File: src/timer_irq_consts.vh
// Purpose: Shared constants for the timer interrupt vector and divider
// Assumes: Included by bare name from the design files
// Notes: Offsets are byte addresses on the register bus
`ifndef TIMER_IRQ_CONSTS_VH
`define TIMER_IRQ_CONSTS_VH

`define OFS_CONTROL 8'h00
`define OFS_CHAN_BASE 8'h10
`define OFS_VECTOR 8'h30
`define OFS_EXPANSION 8'h34
`define OFS_STATUS 8'h38
`define OFS_MASK 8'h3C

`define CTL_OVF_IE 0
`define CTL_OVF_FLAG 1
`define CTL_CLEAR 2
`define CTL_RUN 4
`define CTL_DIV_LSB 6
`define CTL_DIV_MSB 7

`define CCTL_FLAG 0
`define CCTL_IE 4

`define EXP_LSB 0
`define EXP_MSB 2

`define VEC_NONE 16'h0000
`define VEC_OVF 16'h000E

`define DIV_BASIC_RESET 2'h0
`define DIV_EXP_RESET 3'h0
`define EVT_RESET 7'h00

`define RESP_OKAY 2'h0
`define RESP_SLVERR 2'h2

`endif

File: src/timer_irq_vector_and_clock_divider.v
// Purpose: Interrupt vector, channel flags and input divider of a timer
// Assumes: Event inputs are one-cycle pulses from logic on aclk
// Notes: Registers sit on an AXI4-Lite slave, fields in the low byte
// Notes on behaviour
// - The 16-bit read-only vector resets to zero and reads zero when nothing is pending.
// - A pending channel 1 flag reads as 02h and beats every other source.
// - Channels 2 to 6 read as 04h to 0Ch, the lower channel winning.
// - A pending overflow reads as 0Eh and only when no channel is pending.
// - Bits 15 to 3 of the expansion register ignore writes and read zero.
// - The 3-bit expansion field resets to zero and value k divides by k plus one.
// - The applied division is the basic divider times the expansion divider.
// - A channel's flag enters the vector only when its enable at bit 4 is set; irq follows status and mask.
`timescale 1ns/1ps
`include "timer_irq_consts.vh"
module timer_irq_vector_and_clock_divider
(
    input wire aclk, // Timer clock, 100 MHz
    input wire aresetn, // Synchronous reset, active low
    input wire [7:0] awaddr, // Write address
    input wire [2:0] awprot, // Write protection, unused
    input wire awvalid, // Write address valid
    output reg awready, // Write address ready
    input wire [31:0] wdata, // Write data
    input wire [3:0] wstrb, // Write byte strobes
    input wire wvalid, // Write data valid
    output reg wready, // Write data ready
    output reg [1:0] bresp, // Write response
    output reg bvalid, // Write response valid
    input wire bready, // Write response ready
    input wire [7:0] araddr, // Read address
    input wire [2:0] arprot, // Read protection, unused
    input wire arvalid, // Read address valid
    output reg arready, // Read address ready
    output reg [31:0] rdata, // Read data
    output reg [1:0] rresp, // Read response
    output reg rvalid, // Read data valid
    input wire rready, // Read data ready
    input wire [5:0] channel_event, // Channel 1..6 event pulses
    input wire overflow_event, // Counter overflow pulse
    output reg irq, // Level interrupt
    output wire timer_tick // Divided timer clock tick, registered
);

localparam NUM_CHAN = 6;

reg aw_have;
reg w_have;
reg [7:0] wr_addr;
reg [31:0] wr_data;
reg [3:0] wr_strb;
reg ovf_ie;
reg ovf_flag;
reg run;
reg clear_pulse;
reg [1:0] basic_div;
reg [2:0] expand_div;
wire [5:0] chan_ie;
wire [5:0] chan_flag;
reg [6:0] status;
reg [6:0] mask;
reg [15:0] rd_word;
integer ri;

function [7:0] chan_ofs;
    input [2:0] n;
    begin
        chan_ofs = `OFS_CHAN_BASE + {3'h0, n, 2'h0};
    end
endfunction

function addr_mapped;
    input [7:0] a;
    integer i;
    begin
        addr_mapped = (a == `OFS_CONTROL) || (a == `OFS_VECTOR) ||
            (a == `OFS_EXPANSION) || (a == `OFS_STATUS) ||
            (a == `OFS_MASK);
        for (i = 0; i < NUM_CHAN; i = i + 1)
        begin
            if (a == chan_ofs(i[2:0]))
            begin
                addr_mapped = 1'b1;
            end
        end
    end
endfunction

// Walk from lowest priority upward so the last match is the winner
function [15:0] vector_code;
    input [6:0] p;
    integer i;
    reg [3:0] code;
    begin
        code = 4'h0;
        vector_code = `VEC_NONE;
        if (p[6])
        begin
            vector_code = `VEC_OVF;
        end
        for (i = NUM_CHAN - 1; i >= 0; i = i - 1)
        begin
            if (p[i])
            begin
                code = i[3:0] + 4'h1;
                vector_code = {11'h000, code, 1'b0};
            end
        end
    end
endfunction

wire do_write = aw_have & w_have & ~bvalid;
wire lane0 = wr_strb[0];
wire rd_take = arvalid & arready;
wire wr_ctl = do_write & lane0 & (wr_addr == `OFS_CONTROL);
wire wr_exp = do_write & lane0 & (wr_addr == `OFS_EXPANSION);
wire wr_mask = do_write & lane0 & (wr_addr == `OFS_MASK);
wire [6:0] pend = {ovf_flag & ovf_ie, chan_flag & chan_ie};
// Bit order equals priority order, so the lowest set bit is the winner
wire [6:0] pend_first = pend & (~pend + 7'h01);
wire vec_read = rd_take & (araddr == `OFS_VECTOR);
wire [6:0] vec_clear = vec_read ? pend_first : 7'h00;
wire stat_read = rd_take & (araddr == `OFS_STATUS);
wire [6:0] events = {overflow_event, channel_event};

// Write channel: address and data are taken in either order
always @(posedge aclk)
begin
    if (!aresetn)
    begin
        aw_have <= 1'b0;
        w_have <= 1'b0;
        wr_addr <= 8'h00;
        wr_data <= 32'h0000_0000;
        wr_strb <= 4'h0;
        awready <= 1'b1;
        wready <= 1'b1;
        bvalid <= 1'b0;
        bresp <= `RESP_OKAY;
    end
    else
    begin
        if (awvalid && awready)
        begin
            aw_have <= 1'b1;
            wr_addr <= awaddr;
            awready <= 1'b0;
        end
        if (wvalid && wready)
        begin
            w_have <= 1'b1;
            wr_data <= wdata;
            wr_strb <= wstrb;
            wready <= 1'b0;
        end
        if (do_write)
        begin
            aw_have <= 1'b0;
            w_have <= 1'b0;
            bvalid <= 1'b1;
            bresp <= addr_mapped(wr_addr) ? `RESP_OKAY : `RESP_SLVERR;
        end
        if (bvalid && bready)
        begin
            bvalid <= 1'b0;
            awready <= 1'b1;
            wready <= 1'b1;
        end
    end
end

always @*
begin
    rd_word = 16'h0000;
    if (araddr == `OFS_CONTROL)
    begin
        rd_word = {8'h00, basic_div, 1'b0, run, 2'h0, ovf_flag, ovf_ie};
    end
    else if (araddr == `OFS_VECTOR)
    begin
        rd_word = vector_code(pend);
    end
    else if (araddr == `OFS_EXPANSION)
    begin
        rd_word = {13'h0000, expand_div};
    end
    else if (araddr == `OFS_STATUS)
    begin
        rd_word = {9'h000, status};
    end
    else if (araddr == `OFS_MASK)
    begin
        rd_word = {9'h000, mask};
    end
    else
    begin
        for (ri = 0; ri < NUM_CHAN; ri = ri + 1)
        begin
            if (araddr == chan_ofs(ri[2:0]))
            begin
                rd_word = {11'h000, chan_ie[ri], 3'h0, chan_flag[ri]};
            end
        end
    end
end

// Read channel: data and side effects belong to the address handshake
always @(posedge aclk)
begin
    if (!aresetn)
    begin
        arready <= 1'b1;
        rvalid <= 1'b0;
        rdata <= 32'h0000_0000;
        rresp <= `RESP_OKAY;
    end
    else
    begin
        if (rd_take)
        begin
            arready <= 1'b0;
            rvalid <= 1'b1;
            rdata <= {16'h0000, rd_word};
            rresp <= addr_mapped(araddr) ? `RESP_OKAY : `RESP_SLVERR;
        end
        if (rvalid && rready)
        begin
            rvalid <= 1'b0;
            arready <= 1'b1;
        end
    end
end

// Control: overflow flag and enable, run, basic divider, clear strobe
always @(posedge aclk)
begin
    if (!aresetn)
    begin
        ovf_ie <= 1'b0;
        ovf_flag <= 1'b0;
        run <= 1'b0;
        basic_div <= `DIV_BASIC_RESET;
        clear_pulse <= 1'b0;
    end
    else if (wr_ctl)
    begin
        ovf_ie <= wr_data[`CTL_OVF_IE];
        // A new overflow wins over a software clear
        ovf_flag <= wr_data[`CTL_OVF_FLAG] | overflow_event;
        run <= wr_data[`CTL_RUN];
        basic_div <= wr_data[`CTL_DIV_MSB:`CTL_DIV_LSB];
        clear_pulse <= wr_data[`CTL_CLEAR];
    end
    else
    begin
        ovf_flag <= overflow_event | (ovf_flag & ~vec_clear[6]);
        clear_pulse <= 1'b0;
    end
end

always @(posedge aclk)
begin
    if (!aresetn)
    begin
        expand_div <= `DIV_EXP_RESET;
    end
    else if (wr_exp)
    begin
        expand_div <= wr_data[`EXP_MSB:`EXP_LSB];
    end
end

// One slice per channel: enable, flag and its own write decode
genvar gc;
generate
    for (gc = 0; gc < NUM_CHAN; gc = gc + 1)
    begin : g_chan
        reg ie_bit;
        reg flag_bit;
        wire wr_this = do_write & lane0 &
            (wr_addr == `OFS_CHAN_BASE + 4 * gc);
        always @(posedge aclk)
        begin
            if (!aresetn)
            begin
                ie_bit <= 1'b0;
                flag_bit <= 1'b0;
            end
            else if (wr_this)
            begin
                ie_bit <= wr_data[`CCTL_IE];
                flag_bit <= wr_data[`CCTL_FLAG] | channel_event[gc];
            end
            else
            begin
                // Event in the clearing cycle keeps the flag set
                flag_bit <= channel_event[gc] |
                    (flag_bit & ~vec_clear[gc]);
            end
        end
        assign chan_ie[gc] = ie_bit;
        assign chan_flag[gc] = flag_bit;
    end
endgenerate

// Sticky event summary: a read returns it, then clears it
always @(posedge aclk)
begin
    if (!aresetn)
    begin
        status <= `EVT_RESET;
        mask <= `EVT_RESET;
        irq <= 1'b0;
    end
    else
    begin
        status <= events | (status & (stat_read ? 7'h00 : 7'h7F));
        if (wr_mask)
        begin
            mask <= wr_data[6:0];
        end
        irq <= |(status & mask);
    end
end

// Clear restarts both divider stages but keeps their settings
clock_divider #(
    .CNT_W(3)
) u_div (
    .aclk(aclk),
    .aresetn(aresetn),
    .run(run),
    .clear(clear_pulse),
    .basic_sel(basic_div),
    .expand_sel(expand_div),
    .tick(timer_tick)
);

endmodule // timer_irq_vector_and_clock_divider

File: src/clock_divider.v
// Purpose: Two-stage input clock divider producing a one-cycle tick
// Assumes: Both selections are held steady while the timer runs
// Notes: Ratio is (1 << basic_sel) * (expand_sel + 1)
`timescale 1ns/1ps
`include "timer_irq_consts.vh"
module clock_divider
#(
    parameter CNT_W = 3
)
(
    input wire aclk, // Timer clock
    input wire aresetn, // Synchronous reset, active low
    input wire run, // Counting enabled
    input wire clear, // One-cycle clear of both divider counters
    input wire [1:0] basic_sel, // Basic divider: 1, 2, 4 or 8
    input wire [2:0] expand_sel, // Expansion divider: k + 1
    output reg tick // One-cycle pulse at the divided rate
);

reg [CNT_W-1:0] pre_cnt;
reg [2:0] post_cnt;
reg [CNT_W-1:0] pre_limit;
wire pre_tick;

always @*
begin
    case (basic_sel)
        2'h0: pre_limit = 3'h0;
        2'h1: pre_limit = 3'h1;
        2'h2: pre_limit = 3'h3;
        default: pre_limit = 3'h7;
    endcase
end

// Compare with >= so a smaller setting mid-count cannot wrap the counter
assign pre_tick = run & (pre_cnt >= pre_limit);

always @(posedge aclk)
begin
    if (!aresetn || clear)
    begin
        pre_cnt <= {CNT_W{1'b0}};
        post_cnt <= 3'h0;
        tick <= 1'b0;
    end
    else
    begin
        tick <= 1'b0;
        if (run)
        begin
            if (pre_tick)
            begin
                pre_cnt <= {CNT_W{1'b0}};
            end
            else
            begin
                pre_cnt <= pre_cnt + 3'h1;
            end
        end
        if (pre_tick)
        begin
            if (post_cnt >= expand_sel)
            begin
                post_cnt <= 3'h0;
                tick <= 1'b1;
            end
            else
            begin
                post_cnt <= post_cnt + 3'h1;
            end
        end
    end
end

endmodule // clock_divider

File: config.mk
export PLATFORM = sky130hd
export DESIGN_NAME = timer_irq_vector_and_clock_divider
export DESIGN_NICKNAME = d
export VERILOG_FILES = /design/src/timer_irq_vector_and_clock_divider.v /design/src/clock_divider.v
export VERILOG_INCLUDE_DIRS = /design/src /design/src/src
export SDC_FILE = /design/constraint.sdc
export NUM_CORES = 1
export LEC_CHECK = 0
export ABC_AREA = 1
export BUFFER_PORTS_ARGS = -buffer_cell sky130_fd_sc_hd__clkbuf_2
export CAP_MARGIN = 25
export CORE_MARGIN = 2
export CORE_UTILIZATION = 27
export CTS_CLUSTER_SIZE = 24
export DETAILED_ROUTE_END_ITERATION = 6
export PLACE_DENSITY = 0.6
export SYNTH_ARGS = -nofsm -noshare
export SYNTH_HDL_FRONTEND = slang
export SYNTH_SLANG_ARGS = --single-unit
File: constraint.sdc
create_clock -name aclk -period 1.6 [get_ports aclk]
set_input_delay 0.16 -clock aclk [delete_from_list [all_inputs] [get_ports aclk]]
set_output_delay 0.16 -clock aclk [all_outputs]
set_load 0.02 [all_outputs]
* Yosys cells after proc, flatten, opt, wreduce, memory -nomap -nowiden
Index checks and enable logic that the tools add are counted.
** Cells by class
- Order comparisons :: 2
- Equal/unequal tests :: 22
- Bitwise gates (word level) :: 54
- Reduce and logical (&&, ||, !) cells :: 23
- $add $sub $neg :: 3
- Mux-type cells :: 49
** Operators with widths (count)
- $mux 16 :: 16
- $eq 8x6->1 const B :: 12
- $eq 8x5->1 const B :: 8
- $and 1x1->1 :: 24
- $mux 1 :: 24
- $and 7x7->7 :: 3
- $logic_not 8->1 :: 2
- $mux 7 :: 2
- $or 1x1->1 :: 14
- $not 1->1 :: 10
- $logic_or 1x1->1 :: 9
- $pmux 3 s3 :: 1
- $reduce_or 2->1 :: 4
- $add 7x1->7 const B :: 1
- $not 7->7 :: 1
- $or 7x7->7 :: 1
- $reduce_or 7->1 :: 1
- $add 3x1->3 const B :: 2
- $and 6x6->6 :: 1
- $ge 3x3->1 :: 2
- $mux 3 :: 2
- $mux 5 :: 1
- $logic_and 1x1->1 :: 4
- $mux 2 :: 2
- 6 further kinds :: 6
** Word-level totals
- Output and inout port bits :: 43
- Bits of input ports :: 72
- Logic and storage cells :: 190
- Bits in registers :: 87

* Logic depth before layout (Yosys ltp)
- Depth after elaboration :: 14
- Depth in mapped cells :: 11
- Gate-level depth less buffers :: 11

* Cells and area by module
Synthesis repeated with hierarchy kept, for this count alone.
** Second synthesis, totals
- Cells, all modules :: 543
- Area total of the unflattened synthesis :: 3933.8 µm²
** Modules (own cells, without submodules)
- timer_irq_vector_and_clock_divider :: area an instance 3422.0 µm², cells an instance 475, times used 1, seq. area each 1401.3 µm²
- clock_divider :: area an instance 511.7 µm², cells an instance 68, times used 1, seq. area each 140.1 µm²

* Worst setup path after synthesis
OpenSTA, ideal clock, no wires.
- Path kind :: register to register
- Start point :: register basic_div[1]
- End point :: register u_div.post_cnt[2]
- Stages on the path, launching flop included :: 10
- Period minus slack after synthesis :: 1.477 ns
- Data required time :: 1.486 ns
- Path slack :: 0.123 ns
- Library setup time :: 0.114 ns
- Buffers on the path :: 0
- Arrival :: 1.363 ns
- Path through :: dfxtp_1 > nand2_1 > ha_1 > a21oi_1 > o211ai_1 > nand2_1 > inv_1 > nand2_1 > xor2_1 > nor2_1
** On the way
- Cells in the longest elaborated chain, start to end :: 4
- Elaborated cells between the ends (all ways) :: 6
- Classes of those cells :: 1 x order compare; 2 x eq/ne; 1 x mux; 1 x bitwise; 1 x reduce/logical
** Ends and longest elaborated chain
- from (decl) :: RTL line timer_irq_vector_and_clock_divider.v:55 : reg [1:0] basic_div;
- from (signal assigned) :: RTL line timer_irq_vector_and_clock_divider.v:241 : basic_div <= `DIV_BASIC_RESET;
- from (signal assigned) :: RTL line timer_irq_vector_and_clock_divider.v:250 : basic_div <= wr_data[`CTL_DIV_MSB:`CTL_DIV_LSB];
- $eq 2x2->1 (tied with other cells) :: RTL line clock_divider.v:27 : case (basic_sel)
- $pmux 3 s3 * :: RTL line clock_divider.v:27
- $ge 3x3->1 * :: RTL line clock_divider.v:36 : assign pre_tick = run & (pre_cnt >= pre_limit);
- $and 1x1->1 * :: RTL line clock_divider.v:36
- to (signal assigned) :: RTL line clock_divider.v:69 : post_cnt <= post_cnt + 3'h1;
- to (decl) :: RTL line clock_divider.v:21 : reg [2:0] post_cnt;
Mark *: on every way between the ends. The rest lies on a longest branch, timed or not.
A chain may end at the register's enable or synchronous reset.

* Final worst setup path
Ends and elaborated chain as after synthesis.

==> reports/qor.csv <==
metric,value,unit
post-route-period-util,91.7,%
ys_warn_count,0,
cts.sinks,77,
startpoint_type,flip-flop,
drcViolationCount,0,
detail-route-antenna-nets,0,
power.total,4.57,mW
firstDrtPassIters,7,
p_sw,1.20,mW
area_growth,21.6,%
grt_max_degree,21,
synth_top_area_share,39.8,%
setup_tns,0,ns
die_w,124,um
place.gp.congestion,0.895,
ir_worst_vdd,0.000613,V
synth-seq-cells,77,
r2r_start,basic_div[1],
hold_buffers,0,
p_leak,2.15,nW
syn_avg_cell_area,7.18,sq um
clock_skew,0.00941,ns
rows,43,
vias_per_cell,4.49,
layout-drive-gt1-share,18.6,%
yosysUniqueCellTypes,44,
cp-end-kind,flip-flop,
yosysTopAreaCell,dfxtp_1,
setup_viol,0,
maxSlewViolCount,0,
antenna_found_initial,0,
fillers,1531,
port-buffer-count,55,
synth_area_leaders,"dfxtp_1 40%, nand2_1 8.9%, nor2_1 6.8%, inv_1 6.4%, a21oi_1 6.2%",
die_area,0.0153,sq mm
grt_first_pass_wirelength,15900,um
p_comb_share,10.7,%
rsz0062_at_grt,yes,
num_antenna_cells,0,
period_needed,1.47,ns
p_int,3.38,mW
hold_path_class,in2reg,
start_util,27.8,%
r2r_cells,10,
nets,694,
crit_type,reg2reg,
rrSetupSlack,0.13,ns
io_pins,115,
synth_edf_count,0,
clock_latency,0.34,ns
clk_path_buf_depth,2,
hpwlAfterDp,7540,um
die_h,124,um
power_density,971,mW/mm^2
dr_total_vias,3589,
netSwitchingFraction,26.1,%
dp.cells,782,
grt_use_total,13.5,%
fmax,682,MHz
final_cells,799,
crit_path_max_fanout,4,
layout.cells.most_common,nand2_1,
dominantRegCellSynth,dfxtp_1,
core_region_area,0.0139,sq mm
status,"complete, no violations",
wl_per_cell,12.2,um
arrival,1.71,ns
routed_wl,9750,um
mostFrequentLayoutCells,"92 x nand2_1, 75 x dfxtp_1, 67 x nor2_1",
syn_inst,540,
power_frac_seq,45.4,%
clkPwrFrac,43.9,%
r2r_end,u_div.post_cnt[2],
cts_tree,built,
drtIter0Drc,199,
required,1.84,ns
ys_seq_area_share,39.8,%
cts_buffers,9,
cts.clk_slew.worst_paths,0.06,ns
htree_levels,3,
crit_start,basic_div[1],
grt_pass1_vias,3179,
synthArstFlopShare,0,%
grt_overflow,0,
hold_viol_final,0,
cap_violations,0,
cts-root-buf,clkbuf_16,
syn_area,0.00387,sq mm
endpoint,u_div.post_cnt[2],
-- area by class of cell --
class,count,area [sq um],area share (%)
well taps,180,225,4.78
flip-flops and latches,77,1540,32.8
inverters,69,259,5.50
clock inverters,3,46.3,0.982
repair buffers,75,438,9.29
clock buffers,13,240,5.10
multi-input cells,382,1960,41.6
-- state kept, by name, summed over array words and instances, names as in the netlist, 2 cells and up --
register         cells
mask                 7
g_chan.flag_bit      6
g_chan.ie_bit        6
wr_addr              8
status               7
u_div.post_cnt       3
expand_div           3
u_div.pre_cnt        3
basic_div            2
rdata                8
wr_data              8
-- power groups by stage --
stage / clock network (mW) / logic, mW / registers [mW]
after CTS: 2.05 / 0.490 / 2.07
after global routing: 2.13 / 0.557 / 2.09
final: 2.01 / 0.489 / 2.08
after detailed placement: 0 / 0.488 / 2.11
after floorplan: 0 / 0.357 / 2.12
after global placement: 0 / 0.484 / 2.11
-- layer usage --
| layer | vias up | track usage (%) | share of wire [%] |
|---|---|---|---|
| met5 | - | 0 | 0 |
| met4 | 0 | 4.62 | 1.3 |
| met3 | 11 | 3.85 | 5.9 |
| met2 | 95 | 19.1 | 41 |
| met1 | 1598 | 19.5 | 52 |
| li1 | 1885 | - | - |
-- synth_stat cells, drive strengths merged, types with 2 or more instances --
library cell,n
clkbuf,9
inv,68
nor3,8
ha,8
nor4,2
nand3b,2
nor2,72
nand2,93
or2,6
a211oi,10
o21ai,34
nand3,40
o22ai,5
nand4,5
a31oi,7
buf,28
a21oi,50
o211ai,5
dfxtp,77
-- stage by stage --
stage	utilization, %	hold WS [ns]	instance area, sq um	setup WS, ns
final	33.8	0.0499	4710	0.133
after global routing	33.8	0.0717	4710	-0.0112
after CTS	33.5	0.0443	4670	0.0590
after detailed placement	31.4	0.397	4380	0.0716
after global placement	31.4	0.394	4380	0.106
after floorplan	-	0.297	3970	0.123
-- worst min-delay path by stage --
| stage | startpoint | to | slack, ns | depth (start not counted) |
|---|---|---|---|---|
| 6_report | rready | arready | 0.05 | 3 |
| 5_1_grt | rready | arready | 0.07 | 3 |
| 4_1_cts | rready | arready | 0.04 | 3 |
| 3_5_place_dp | rready | arready | 0.40 | 3 |
| 3_3_place_gp | rready | arready | 0.39 | 3 |
| 2_1_floorplan | rready | arready | 0.30 | 2 |
-- what timing repair did --
action,4_1_cts,5_1_grt
endpoints found under the hold margin,0,0
resized for setup,0,10
setup buffers,0,1
endpoints found under the setup margin,0,15
-- cell families (layout without fill, tap and decap cells) --
kind of cell,Yosys count,after routing,share of synthesized area (%)
and+or+nand+nor,230,230,26.8
AOI/OAI and AO/OA,117,117,17.5
buffers and inverters,106,160,13.0
DFF,77,77,39.8
adders and majority gates,8,8,2.58
other,1,26,0.0968
xor gates and xnor gates,1,1,0.226
-- critical path: stages, from the launching register on --
cell	delay [ns]
dfxtp_2	0.32
inv_1	0.09
nand2_1	0.06
ha_1	0.27
nand3_1	0.07
o211ai_1	0.09
nand2_1	0.08
inv_1	0.12
nand2_1	0.07
xor2_1	0.13
nor2_1	0.05
Note: power is estimated with default switching activity, not from simulation.
